File: src/rtl/rpcil_consts.svh
// constants for the repeat and condition interlock block
// included by the package and by the core; definitions only
`ifndef RPCIL_CONSTS_SVH
`define RPCIL_CONSTS_SVH
`define RPCIL_DW 16
`define RPCIL_NREG 4
`define RPCIL_ZERO 16'h0000
// pipeline stage indices
`define RPCIL_ST_D 3'h0
`define RPCIL_ST_AD 3'h1
`define RPCIL_ST_AC1 3'h2
`define RPCIL_ST_AC2 3'h3
`define RPCIL_ST_R 3'h4
`define RPCIL_ST_X 3'h5
`define RPCIL_ST_W 3'h6
`define RPCIL_ST_NONE 3'h7
`define RPCIL_NST 7
// register byte offsets
`define RPCIL_A_BLOCK_REPEAT_COUNTER_1 8'h00
`define RPCIL_A_BLOCK_REPEAT_SAVE_1 8'h04
`define RPCIL_A_CSREP 8'h08
`define RPCIL_A_SRCNT 8'h0c
`define RPCIL_A_STAT 8'h10
`define RPCIL_A_STALLS 8'h14
`define RPCIL_A_CREG 8'h20
`define RPCIL_A_CREG_LAST 8'h2c
// status bit positions
`define RPCIL_SB_AD 0
`define RPCIL_SB_R 1
`define RPCIL_SB_RGO 2
`endif

File: src/rtl/rpcil_pkg.sv
// types shared by the interlock core and its bench
// assumes rpcil_consts.svh sits beside it on the include path
`include "rpcil_consts.svh"
package rpcil_pkg;
    typedef enum logic [3:0] {
        OP_PLAIN, OP_LD_CNT_MEM, OP_LD_CNT_IMM, OP_LD_CSREP_MEM, OP_LD_CSREP_IMM,
        OP_BLK_REP, OP_SREP_REG, OP_SREP_IMM, OP_COND_REP
    } rpcil_op_t;
    typedef enum logic [2:0] {
        C_NONE, C_TEST, C_WHOLE, C_PART, C_PART_MEM
    } rpcil_cond_t;
    typedef struct packed {
        logic valid;
        rpcil_op_t op;
        rpcil_cond_t cond;
        logic [1:0] src;
        logic [1:0] dst;
        logic wr_x;
        logic wr_ad;
        logic [`RPCIL_DW-1:0] value;
        logic cond_ok;
    } rpcil_desc_t;
endpackage : rpcil_pkg

File: src/rtl/rpcil_core.sv
// seven-stage pipeline with loop-register and condition interlocks
// assumes a same-clock issuer and a classic wishbone master
// Behaviour
// [RULE1] instructions step D, AD, AC1, AC2, R, X, W one stage per cycle unless held
// [RULE2] loading block counter one also loads its save copy
// [RULE3] block repeat reading save copy waits for an X-stage load of it
// [RULE4] single repeat reading computed count waits for its X-stage memory load
// [RULE5] immediate loads of block counter or computed count happen in AD
// [RULE6] software should reschedule or use immediates to avoid these stalls
// [RULE7] conditions are evaluated in R by default
// [RULE8] whole conditional evaluates its condition in AD
// [RULE9] partial conditional evaluates in X, or in R when guarding a memory write
// [RULE10] conditional repeat evaluates its condition in X
// [RULE11] an R-stage test waits one cycle behind an X-stage write
// [RULE12] software should write condition registers a cycle early
// [RULE13] whole conditional true runs AD to W; false suppresses everything
// [RULE14] whole conditional pointer update waits for the tested register write
// [RULE15] partial conditional gates only X; AD to R effects always happen
// [RULE16] partial conditional reads memory always, writes destination only if true
// [RULE17] single repeat loads its counter from computed count or constant in AD
// [RULE18] block repeat copies save copy into block counter in AD
// [RULE19] AD modifier after memory-guarding partial test waits two cycles
`timescale 1ns/100ps
`include "rpcil_consts.svh"
module rpcil_core import rpcil_pkg::*; (
    // clock, reset, enable
    input wire logic clk,
    input wire logic reset,
    input wire logic ce,
    // instruction issue
    input wire logic in_valid,
    output logic in_ready,
    input rpcil_op_t in_op,
    input rpcil_cond_t in_cond,
    input wire logic [1:0] in_src,
    input wire logic [1:0] in_dst,
    input wire logic in_wr_x,
    input wire logic in_wr_ad,
    input wire logic [`RPCIL_DW-1:0] in_value,
    // retire side
    output logic retire,
    output logic mem_wr,
    output logic [`RPCIL_DW-1:0] mem_wr_data,
    output logic repeat_go,
    // wishbone slave
    input wire logic wb_cyc_i,
    input wire logic wb_stb_i,
    input wire logic wb_we_i,
    input wire logic [7:0] wb_adr_i,
    input wire logic [3:0] wb_sel_i,
    input wire logic [31:0] wb_dat_i,
    output logic [31:0] wb_dat_o,
    output logic wb_ack_o
);
    rpcil_desc_t pipe_reg [`RPCIL_NST];
    logic [`RPCIL_DW-1:0] creg_reg [`RPCIL_NREG];
    logic [`RPCIL_DW-1:0] block_repeat_counter_1_reg;
    logic [`RPCIL_DW-1:0] block_repeat_save_1_reg;
    logic [`RPCIL_DW-1:0] computed_single_repeat_reg;
    logic [`RPCIL_DW-1:0] single_repeat_counter_reg;
    logic [`RPCIL_DW-1:0] stalls_reg;
    logic repeat_go_reg;
    logic ack_reg;
    logic [31:0] dat_reg;
    logic stall_ad, stall_r, hold_any, ad_live, x_live, sw_wr;
    logic [2:0] hold_top;
    rpcil_desc_t in_desc, d_ad, d_r, d_x, d_w;

    function automatic logic [2:0] eval_st(rpcil_desc_t d);
        if (d.op == OP_COND_REP) begin
            return `RPCIL_ST_X; // [RULE10]
        end
        case (d.cond)
            C_TEST: return `RPCIL_ST_R; // [RULE7]
            C_WHOLE: return `RPCIL_ST_AD; // [RULE8]
            C_PART: return `RPCIL_ST_X; // [RULE9]
            C_PART_MEM: return `RPCIL_ST_R; // [RULE9]
            default: return `RPCIL_ST_NONE;
        endcase
    endfunction : eval_st

    function automatic logic cnow(logic [1:0] s);
        return creg_reg[s] != `RPCIL_ZERO;
    endfunction : cnow

    // an X-stage writer of r still between stage lo and X
    function automatic logic xwr_pend(logic [1:0] r, logic [2:0] lo);
        logic p;
        p = 1'b0;
        for (int j = int'(lo); j <= int'(`RPCIL_ST_X); j++) begin
            if (pipe_reg[j].valid && pipe_reg[j].wr_x && pipe_reg[j].dst == r) begin
                p = 1'b1;
            end
        end
        return p;
    endfunction : xwr_pend

    function automatic logic ld_pend(rpcil_op_t o);
        logic p;
        p = 1'b0;
        for (int j = int'(`RPCIL_ST_AC1); j <= int'(`RPCIL_ST_X); j++) begin
            if (pipe_reg[j].valid && pipe_reg[j].op == o) begin
                p = 1'b1;
            end
        end
        return p;
    endfunction : ld_pend

    // memory-guarding partial test of r not yet evaluated
    function automatic logic pmem_pend(logic [1:0] r);
        logic p;
        p = 1'b0;
        for (int j = int'(`RPCIL_ST_AC1); j <= int'(`RPCIL_ST_AC2); j++) begin
            if (pipe_reg[j].valid && pipe_reg[j].cond == C_PART_MEM && pipe_reg[j].src == r) begin
                p = 1'b1;
            end
        end
        return p;
    endfunction : pmem_pend

    function automatic rpcil_desc_t adv(rpcil_desc_t d, logic [2:0] st);
        rpcil_desc_t n;
        n = d;
        if (eval_st(d) == st) begin
            n.cond_ok = cnow(d.src);
        end
        return n;
    endfunction : adv

    always_comb begin
        in_desc = '0;
        in_desc.valid = 1'b1;
        in_desc.op = in_op;
        in_desc.cond = in_cond;
        in_desc.src = in_src;
        in_desc.dst = in_dst;
        in_desc.wr_x = in_wr_x;
        in_desc.wr_ad = in_wr_ad;
        in_desc.value = in_value;
        in_desc.cond_ok = 1'b1;
    end

    assign d_ad = pipe_reg[`RPCIL_ST_AD];
    assign d_r = pipe_reg[`RPCIL_ST_R];
    assign d_x = pipe_reg[`RPCIL_ST_X];
    assign d_w = pipe_reg[`RPCIL_ST_W];

    // hazard detection; a stall ends once the writer reaches W, or once the memory-guarding test reaches R
    always_comb begin
        stall_ad = d_ad.valid && (
            (d_ad.op == OP_BLK_REP && ld_pend(OP_LD_CNT_MEM)) || // [RULE3]
            (d_ad.op == OP_SREP_REG && ld_pend(OP_LD_CSREP_MEM)) || // [RULE4]
            (eval_st(d_ad) == `RPCIL_ST_AD && xwr_pend(d_ad.src, `RPCIL_ST_AC1)) || // [RULE14]
            (d_ad.wr_ad && pmem_pend(d_ad.dst))); // [RULE19]
        stall_r = d_r.valid && eval_st(d_r) == `RPCIL_ST_R && xwr_pend(d_r.src, `RPCIL_ST_X); // [RULE11]
        hold_any = stall_ad || stall_r;
        hold_top = stall_r ? `RPCIL_ST_R : `RPCIL_ST_AD;
    end

    assign in_ready = !hold_any;

    // AD effects happen once, on the cycle the instruction leaves AD
    // a process, not an assign, so a change of the tested register re-evaluates it
    always_comb begin
        ad_live = ce && d_ad.valid && !hold_any && (d_ad.cond != C_WHOLE || cnow(d_ad.src)); // [RULE13]
    end

    always_comb begin
        x_live = ce && d_x.valid;
        case (d_x.cond)
            C_WHOLE, C_PART_MEM: x_live = x_live && d_x.cond_ok; // [RULE13]
            C_PART: x_live = x_live && cnow(d_x.src); // [RULE15] [RULE16]
            default: x_live = x_live;
        endcase
    end

    // stages above the held one keep moving, a bubble fills the gap
    always_ff @(posedge clk or posedge reset) begin
        if (reset) begin
            for (int i = 0; i < `RPCIL_NST; i++) begin
                pipe_reg[i] <= '0;
            end
        end else if (ce) begin
            for (int i = 1; i < `RPCIL_NST; i++) begin
                if (!hold_any || i > int'(hold_top) + 1) begin
                    pipe_reg[i] <= adv(pipe_reg[i-1], 3'(i - 1)); // [RULE1]
                end else if (i == int'(hold_top) + 1) begin
                    pipe_reg[i] <= '0;
                end
            end
            if (!hold_any) begin
                pipe_reg[0] <= in_valid ? in_desc : '0;
            end
        end
    end

    assign sw_wr = wb_cyc_i && wb_stb_i && wb_we_i && ack_reg && wb_sel_i[1:0] == 2'h3;

    // later program order wins: software, then X, then AD
    always_ff @(posedge clk or posedge reset) begin
        if (reset) begin
            block_repeat_counter_1_reg <= `RPCIL_ZERO;
            block_repeat_save_1_reg <= `RPCIL_ZERO;
        end else if (ce) begin
            if (sw_wr && wb_adr_i == `RPCIL_A_BLOCK_REPEAT_COUNTER_1) begin
                block_repeat_counter_1_reg <= wb_dat_i[`RPCIL_DW-1:0]; // [RULE2]
                block_repeat_save_1_reg <= wb_dat_i[`RPCIL_DW-1:0];
            end
            if (x_live && d_x.op == OP_LD_CNT_MEM) begin
                block_repeat_counter_1_reg <= d_x.value; // [RULE2]
                block_repeat_save_1_reg <= d_x.value;
            end
            if (ad_live && d_ad.op == OP_LD_CNT_IMM) begin
                block_repeat_counter_1_reg <= d_ad.value; // [RULE5] [RULE2]
                block_repeat_save_1_reg <= d_ad.value;
            end else if (ad_live && d_ad.op == OP_BLK_REP) begin
                block_repeat_counter_1_reg <= block_repeat_save_1_reg; // [RULE18]
            end
        end
    end

    always_ff @(posedge clk or posedge reset) begin
        if (reset) begin
            computed_single_repeat_reg <= `RPCIL_ZERO;
        end else if (ce) begin
            if (sw_wr && wb_adr_i == `RPCIL_A_CSREP) begin
                computed_single_repeat_reg <= wb_dat_i[`RPCIL_DW-1:0];
            end
            if (x_live && d_x.op == OP_LD_CSREP_MEM) begin
                computed_single_repeat_reg <= d_x.value; // [RULE4]
            end
            if (ad_live && d_ad.op == OP_LD_CSREP_IMM) begin
                computed_single_repeat_reg <= d_ad.value; // [RULE5]
            end
        end
    end

    always_ff @(posedge clk or posedge reset) begin
        if (reset) begin
            single_repeat_counter_reg <= `RPCIL_ZERO;
        end else if (ad_live && d_ad.op == OP_SREP_REG) begin
            single_repeat_counter_reg <= computed_single_repeat_reg; // [RULE17]
        end else if (ad_live && d_ad.op == OP_SREP_IMM) begin
            single_repeat_counter_reg <= d_ad.value; // [RULE17]
        end
    end

    // condition registers: AD pointer step, X data write
    always_ff @(posedge clk or posedge reset) begin
        if (reset) begin
            for (int k = 0; k < `RPCIL_NREG; k++) begin
                creg_reg[k] <= `RPCIL_ZERO;
            end
        end else if (ce) begin
            if (x_live && d_x.wr_x) begin
                creg_reg[d_x.dst] <= d_x.value; // [RULE16]
            end
            if (ad_live && d_ad.wr_ad) begin
                creg_reg[d_ad.dst] <= creg_reg[d_ad.dst] + 16'h0001; // [RULE15]
            end
        end
    end

    always_ff @(posedge clk or posedge reset) begin
        if (reset) begin
            repeat_go_reg <= 1'b0;
            stalls_reg <= `RPCIL_ZERO;
        end else if (ce) begin
            if (d_x.valid && d_x.op == OP_COND_REP) begin
                repeat_go_reg <= cnow(d_x.src); // [RULE10]
            end
            if (hold_any) begin
                stalls_reg <= stalls_reg + 16'h0001;
            end
        end
    end

    assign retire = d_w.valid;
    assign mem_wr = d_w.valid && d_w.cond == C_PART_MEM && d_w.cond_ok; // [RULE9]
    assign mem_wr_data = d_w.value;
    assign repeat_go = repeat_go_reg;

    // one wait state; unmapped offsets answer zero and drop writes
    always_ff @(posedge clk or posedge reset) begin
        if (reset) begin
            ack_reg <= 1'b0;
            dat_reg <= 32'h00000000;
        end else if (ce) begin
            ack_reg <= wb_cyc_i && wb_stb_i && !ack_reg;
            dat_reg <= 32'h00000000;
            case (wb_adr_i)
                `RPCIL_A_BLOCK_REPEAT_COUNTER_1: dat_reg[`RPCIL_DW-1:0] <= block_repeat_counter_1_reg;
                `RPCIL_A_BLOCK_REPEAT_SAVE_1: dat_reg[`RPCIL_DW-1:0] <= block_repeat_save_1_reg;
                `RPCIL_A_CSREP: dat_reg[`RPCIL_DW-1:0] <= computed_single_repeat_reg;
                `RPCIL_A_SRCNT: dat_reg[`RPCIL_DW-1:0] <= single_repeat_counter_reg;
                `RPCIL_A_STALLS: dat_reg[`RPCIL_DW-1:0] <= stalls_reg;
                `RPCIL_A_STAT: begin
                    dat_reg[`RPCIL_SB_AD] <= stall_ad;
                    dat_reg[`RPCIL_SB_R] <= stall_r;
                    dat_reg[`RPCIL_SB_RGO] <= repeat_go_reg;
                end
                default: begin
                    if (wb_adr_i >= `RPCIL_A_CREG && wb_adr_i <= `RPCIL_A_CREG_LAST) begin
                        dat_reg[`RPCIL_DW-1:0] <= creg_reg[wb_adr_i[3:2]];
                    end
                end
            endcase
        end
    end

    assign wb_ack_o = ack_reg;
    assign wb_dat_o = dat_reg;
endmodule : rpcil_core

File: config.mk
export PLATFORM = sky130hd
export DESIGN_NAME = rpcil_core
export DESIGN_NICKNAME = d
export VERILOG_FILES = /design/src/rtl/rpcil_pkg.sv /design/src/rtl/rpcil_core.sv
export VERILOG_INCLUDE_DIRS = /design/src /design/src/rtl
export SDC_FILE = /design/constraint.sdc
export NUM_CORES = 1
export LEC_CHECK = 0
export ABC_AREA = 0
export ABC_CLOCK_PERIOD_IN_PS = 15000
export BUFFER_PORTS_ARGS = -buffer_cell sky130_fd_sc_hd__buf_4
export CORE_MARGIN = 3
export CORE_UTILIZATION = 55
export CTS_BUF_LIST = sky130_fd_sc_hd__clkbuf_4 sky130_fd_sc_hd__clkbuf_8
export CTS_CLUSTER_SIZE = 28
export DETAILED_ROUTE_END_ITERATION = 6
export PLACE_DENSITY = 0.75
export SKIP_LAST_GASP = 1
export SLEW_MARGIN = 20
export SYNTH_ARGS = -nofsm -noshare
export SYNTH_HDL_FRONTEND = slang
export SYNTH_SLANG_ARGS = --single-unit
File: constraint.sdc
create_clock -name clk -period 15 [get_ports clk]
set_input_delay 2.25 -clock clk [delete_from_list [all_inputs] [get_ports clk]]
set_output_delay 2.25 -clock clk [all_outputs]
set_load 0.1 [all_outputs]
# Word-level counts from Yosys, hierarchy flattened

Index checks and enable logic that the tools add are counted.

Register bits: 369
Input bits: 80
Output and inout bits: 53
Word-level logic and storage cells: 411

Add/sub/neg operators: 3
Magnitude comparators: 19
Equal/unequal tests: 71
Multiplexer cells: 132
Bitwise operators: 10
Reductions and logical operators: 106

Operator list:

| operator              | number |
|---|---|
| $mux 16               | 29 |
| $mux 31               | 13 |
| $bmux 16 s2           | 8 |
| $mux 64               | 3 |
| $bwmux 64             | 2 |
| $gt 4x32->1 const A   | 3 |
| $reduce_bool 16->1    | 6 |
| $mux 3                | 27 |
| $pmux 13 s6           | 1 |
| $demux 16 s2          | 2 |
| $eq 3x32->1 const A   | 2 |
| $eq 4x32->1 const A   | 2 |
| $gt 3x32->1 const A   | 2 |
| $logic_and 1x1->1     | 56 |
| $pmux 3 s3            | 6 |
| $eq 3x2->1 const B    | 14 |
| $mux 1                | 39 |
| $add 16x1->16 const B | 2 |
| $eq 2x32->1 const A   | 1 |
| $gt 2x32->1 const A   | 1 |
| $eq 3x3->1 const B    | 10 |
| $ge 3x3->1 const B    | 9 |
| $not 2->3             | 9 |
| $eq 3x1->1 const B    | 8 |
| 27 further kinds      | 86 |

# Logic depth before layout (Yosys ltp)

Depth in word-level cells: 22
Depth in mapped cells: 13

# Worst setup path before layout

OpenSTA, ideal clock, no wires.

Path type: reg2out
From: register pipe_reg, in the netlist d_ad[27]
To: output port in_ready
Arrival: 3.077 ns
Data required time: 12.750 ns
Setup slack: 9.673 ns
Stages on the path, launching flop included: 10
Cells stage by stage: dfrtp_1 > nor4b_2 > or2_1 > a41oi_1 > or3_1 > buf_2 > a21bo_2 > buf_2 > clkbuf_1 > nor2_1

Longest elaborated chain between the ends: 10

Ends and longest elaborated chain:

| what                              | RTL line          | RTL |
|---|---|---|
| from (decl)                       | rpcil_core.sv:55  | `` rpcil_desc_t pipe_reg [`RPCIL_NST]; `` |
| from (signal, indexed assignment) | rpcil_core.sv:186 | `pipe_reg[i] <= adv(pipe_reg[i-1], 3'(i - 1));` |
| $eq 4x4->1                        | rpcil_core.sv:70  | `if (d.op == OP_COND_REP) begin` |
| $mux 1                            | rpcil_core.sv:70  |  |
| $mux 3                            | rpcil_core.sv:73  | `case (d.cond)` |
| $eq 3x1->1 (no line)              | --                |  |
| $logic_and 1x1->1                 | rpcil_core.sv:153 | `` (eval_st(d_ad) == `RPCIL_ST_AD && xwr_pend(d_ad.src, `RPCIL_ST_AC1)) \|\| `` |
| $logic_or 1x1->1 * (2 in series)  | rpcil_core.sv:151 | `(d_ad.op == OP_BLK_REP && ld_pend(OP_LD_CNT_MEM)) \|\|` |
| $logic_and 1x1->1 *               | rpcil_core.sv:150 | `stall_ad = d_ad.valid && (` |
| $logic_or 1x1->1 *                | rpcil_core.sv:156 | `hold_any = stall_ad \|\| stall_r;` |
| $logic_not 1->1 *                 | --                |  |
| to (decl)                         | rpcil_core.sv:32  | `output logic in_ready,` |

Every way passes the cells marked *; elsewhere a longest branch is shown, timed or not.

# Final worst setup path

From: input port ce
To: register block_repeat_counter_1_reg[4]

Longest elaborated chain between the ends: 7

Ends and longest elaborated chain:

| what                                        | RTL line                             | RTL |
|---|---|---|
| from (decl)                                 | rpcil_core.sv:29                     | `input wire logic ce,` |
| $logic_and 1x1->1                           | rpcil_core.sv:169                    | `x_live = ce && d_x.valid;` |
| $logic_and 1x1->1, on equally long branches | rpcil_core.sv:172, rpcil_core.sv:171 |  |
| $pmux 1 s2                                  | rpcil_core.sv:170                    | `case (d_x.cond)` |
| $logic_and 1x1->1                           | rpcil_core.sv:209                    | `if (x_live && d_x.op == OP_LD_CNT_MEM) begin` |
| $mux 16                                     | rpcil_core.sv:209                    |  |
| $mux 16                                     | rpcil_core.sv:216                    | `end else if (ad_live && d_ad.op == OP_BLK_REP) begin` |
| $mux 16                                     | rpcil_core.sv:213                    | `if (ad_live && d_ad.op == OP_LD_CNT_IMM) begin` |
| to (signal assigned)                        | rpcil_core.sv:210                    | `block_repeat_counter_1_reg <= d_x.value;` |
| to (signal assigned)                        | rpcil_core.sv:214                    | `block_repeat_counter_1_reg <= d_ad.value;` |
| to (signal assigned)                        | rpcil_core.sv:217                    | `block_repeat_counter_1_reg <= block_repeat_save_1_reg;` |
| to (decl)                                   | rpcil_core.sv:57                     | `` logic [`RPCIL_DW-1:0] block_repeat_counter_1_reg; `` |

Parallel ways exist; a longest one is shown, timed or not.
A chain may end at the register's enable or synchronous reset.

==> reports/results.ini <==
[outcome]
status = finished clean

[global_routing]
grt_start_max_net_pins = 155
antenna_found_initial = 0
grt_usage_pct = 28.1
grt_pass1_vias = 14400
grt_pass1_wl_um = 79700
grt-ovfl-total = 0

[floorplan]
dieArea_sq_um = 35900
ios = 133
initial_core_util_pct = 56.4
core_sq_um = 32900
die_h_um = 190
fp.dieW_um = 190
rows = 66

[setup_path]
critPathMaxStageDelay_ps = 880
cp_slowest_cell = a31oi_2
cp.required_ps = 15510
path_cells = buf_4, inv_1, a21oi_4, buf_4, o2111ai_2, or3_1, buf_4, a31oi_2, nor2_1, a221oi_2
rr_endpoint = block_repeat_counter_1_reg[4]
critPathKind = in2reg
r2r_slack_ps = 10670
crit_top_cell = buf_4
critPathArrivalTime_ps = 6180
end_kind = flip-flop
r2r-start = d_r[26]
worstPathMaxFanout = 88
worst-r2r-cell-count = 10
startpoint_type = primary input

[logic_synthesis]
synth_ff_type = dfrtp_1
synth_area_per_cell_sq_um = 10.1
synth-async-reset-ratio_pct = 100
synth.top_cell.area_share_pct = 49.1
synth-edff-count = 0
yosysWarnings = 0
synth_cell_types = 68
ys_seq_area_share_pct = 49.1
syn_inst = 1838
synth_area_sq_um = 18500
yosys.area.top_type = dfrtp_1
ys_ff_latch = 364
synth_most_common_cell = nand2_1
yosys-top-cells-area = dfrtp_1 49%, nand2_1 9.5%, mux2i_1 8.3%, mux4_2 4.3%, mux2_2 2.7%
netlist_top_cells_count = 468 x nand2_1, 364 x dfrtp_1, 153 x mux2i_1, 87 x nor2_1, 69 x clkbuf_1

[final_layout]
nFillCells = 2702
layout-drive-gt1-share_pct = 17.9
fin_area_sq_um = 20600
syn2layout_area_growth_pct = 11.2
fin_nets = 1960
largest_reg_flops = 90
diodes = 0

[power]
power.leakage_uw = 0.0105
cellPowerDensity_nw_per_um2 = 144
ir_drop_mv = 0.0904

[clocking]
cts_tree = done
root_buffer = clkbuf_8
clockBufferDepth = 3
cts_resized = 0
cts_setup_buffers = 0
cts_max_level = 2
clk_pin_slew_worst_paths_ps = 60
holdBufCountCts = 0
clkSinkCount = 364
numCtsBuffers = 59
clk_latency_ps = 620

[timing]
setup_viol = 0
tightest_slew_ps = 1130
drv_slew = 0
finalClockSkew_ps = 43.0
post-route-min-period_ps = 5670
post-route-period-util_pct = 37.8
max_slew_margin_pct = 24.4
rsz0062_at_grt = false
hold_viol_final = 0
clock.fmax_mhz = 176
setup_tns_ps = 0

[placed_design]
io_buffer_count = 98
placed_area_sq_um = 19300
dpl.hpwl_um = 33500
gp_congestion = 0.926

[route]
vias_per_cell = 6.15
wl_um = 50700
drtPass1Iterations = 5
drt_iter0_drc = 1587
vias = 14500
ant_nets = 0
drcViolationCount = 0
wl_per_cell_um = 21.4

[hold_path]
holdCritPathClass = reg2reg
holdPathStages = 2
hold_end = pipe_reg[108]
hp-start = pipe_reg[139]

[flow_run]
cap_violations = 0

metal layers:
layer	part of all wire, %	global-route usage (%)	wire length, um
met3	8.8	6.74	4480
met5	0	0	0
met4	5.3	13.9	2670
met2	44	41.6	22300
met1	42	39.0	21200
report_power, final:
group	total, uW	internal [uW]	switching (uW)
sequential	1360	1160	190
clock	929	535	394
combinational	679	280	400
total	2960	1980	984
cell usage in the layout, fill, tap and decap left out, types with 11 or more instances in the layout:
cell type / n
nand4_1: 18
inv_1: 18
o22ai_1: 11
a31oi_1: 15
mux4_2: 35
nand2_1: 468
a22oi_1: 24
nor4_1: 13
nand3_1: 49
nand2b_1: 15
a221oi_2: 11
buf_4: 123
a211o_1: 12
xnor2_1: 30
conb_1: 16
nor3_1: 12
clkbuf_8: 80
a21oi_1: 35
o21ai_0: 52
a222oi_1: 14
o211ai_1: 15
o2bb2ai_1: 24
mux2i_1: 153
a21o_1: 12
nor2_1: 85
and3_1: 25
a211oi_1: 13
clkbuf_4: 19
mux2_2: 45
dfrtp_1: 364
how the worst max path moves through the flow:
stage,startpoint,end,slack (ps),cells after the start
CTS,ce,block_repeat_counter_1_reg[4],9450,10
detailed placement,ce,block_repeat_counter_1_reg[4],8810,10
finish,ce,block_repeat_counter_1_reg[4],9330,10
floorplan,reset,block_repeat_counter_1_reg[0],2650,1
global route,ce,block_repeat_counter_1_reg[9],9090,10
global placement,ce,block_repeat_counter_1_reg[1],8890,10
area by class of cell:
cell class	count	area, sq um	share of cell area (%)
sequential	364	9110	44.2
clock inverter	5	56.3	0.273
timing repair buffer	125	955	4.63
inverter	19	78.8	0.382
tap	442	553	2.68
multi-input combinational	1309	8620	41.8
clock buffer	99	1240	6.03
per-stage QoR:
stage | std cells | utilization (%) | hold WS (ps) | setup slack (ps) | total power, uW
floorplan | 1853 | - | 439 | 2650 | 1840
global placement | 2259 | 58.7 | 448 | 8890 | 2000
detailed placement | 2259 | 58.7 | 450 | 8810 | 2040
CTS | 2363 | 62.7 | 466 | 9450 | 2970
global route | 2363 | 62.7 | 488 | 9090 | 3100
finish | 2363 | 62.7 | 462 | 9330 | 2960
worst max-delay path: cells and delay by family:
family / cells / cell delay (ps)
compound gates: 4 / 1630
simple gates: 2 / 560
buf+inv: 4 / 1650
cell families (layout without fill, tap and decap cells):
| kind of cell | count (synthesis) | in the layout | synth area share (%) |
|---|---|---|---|
| xor+xnor | 40 | 40 | 1.89 |
| compound gates | 275 | 275 | 10.9 |
| other cells | 1 | 16 | 0.0202 |
| fa+ha+maj | 2 | 2 | 0.135 |
| flops | 364 | 364 | 49.1 |
| simple gates | 743 | 743 | 17.7 |
| buf+inv | 180 | 248 | 4.90 |
| mux | 233 | 233 | 15.2 |
No activity file was read; power rests on OpenSTA's default activity.
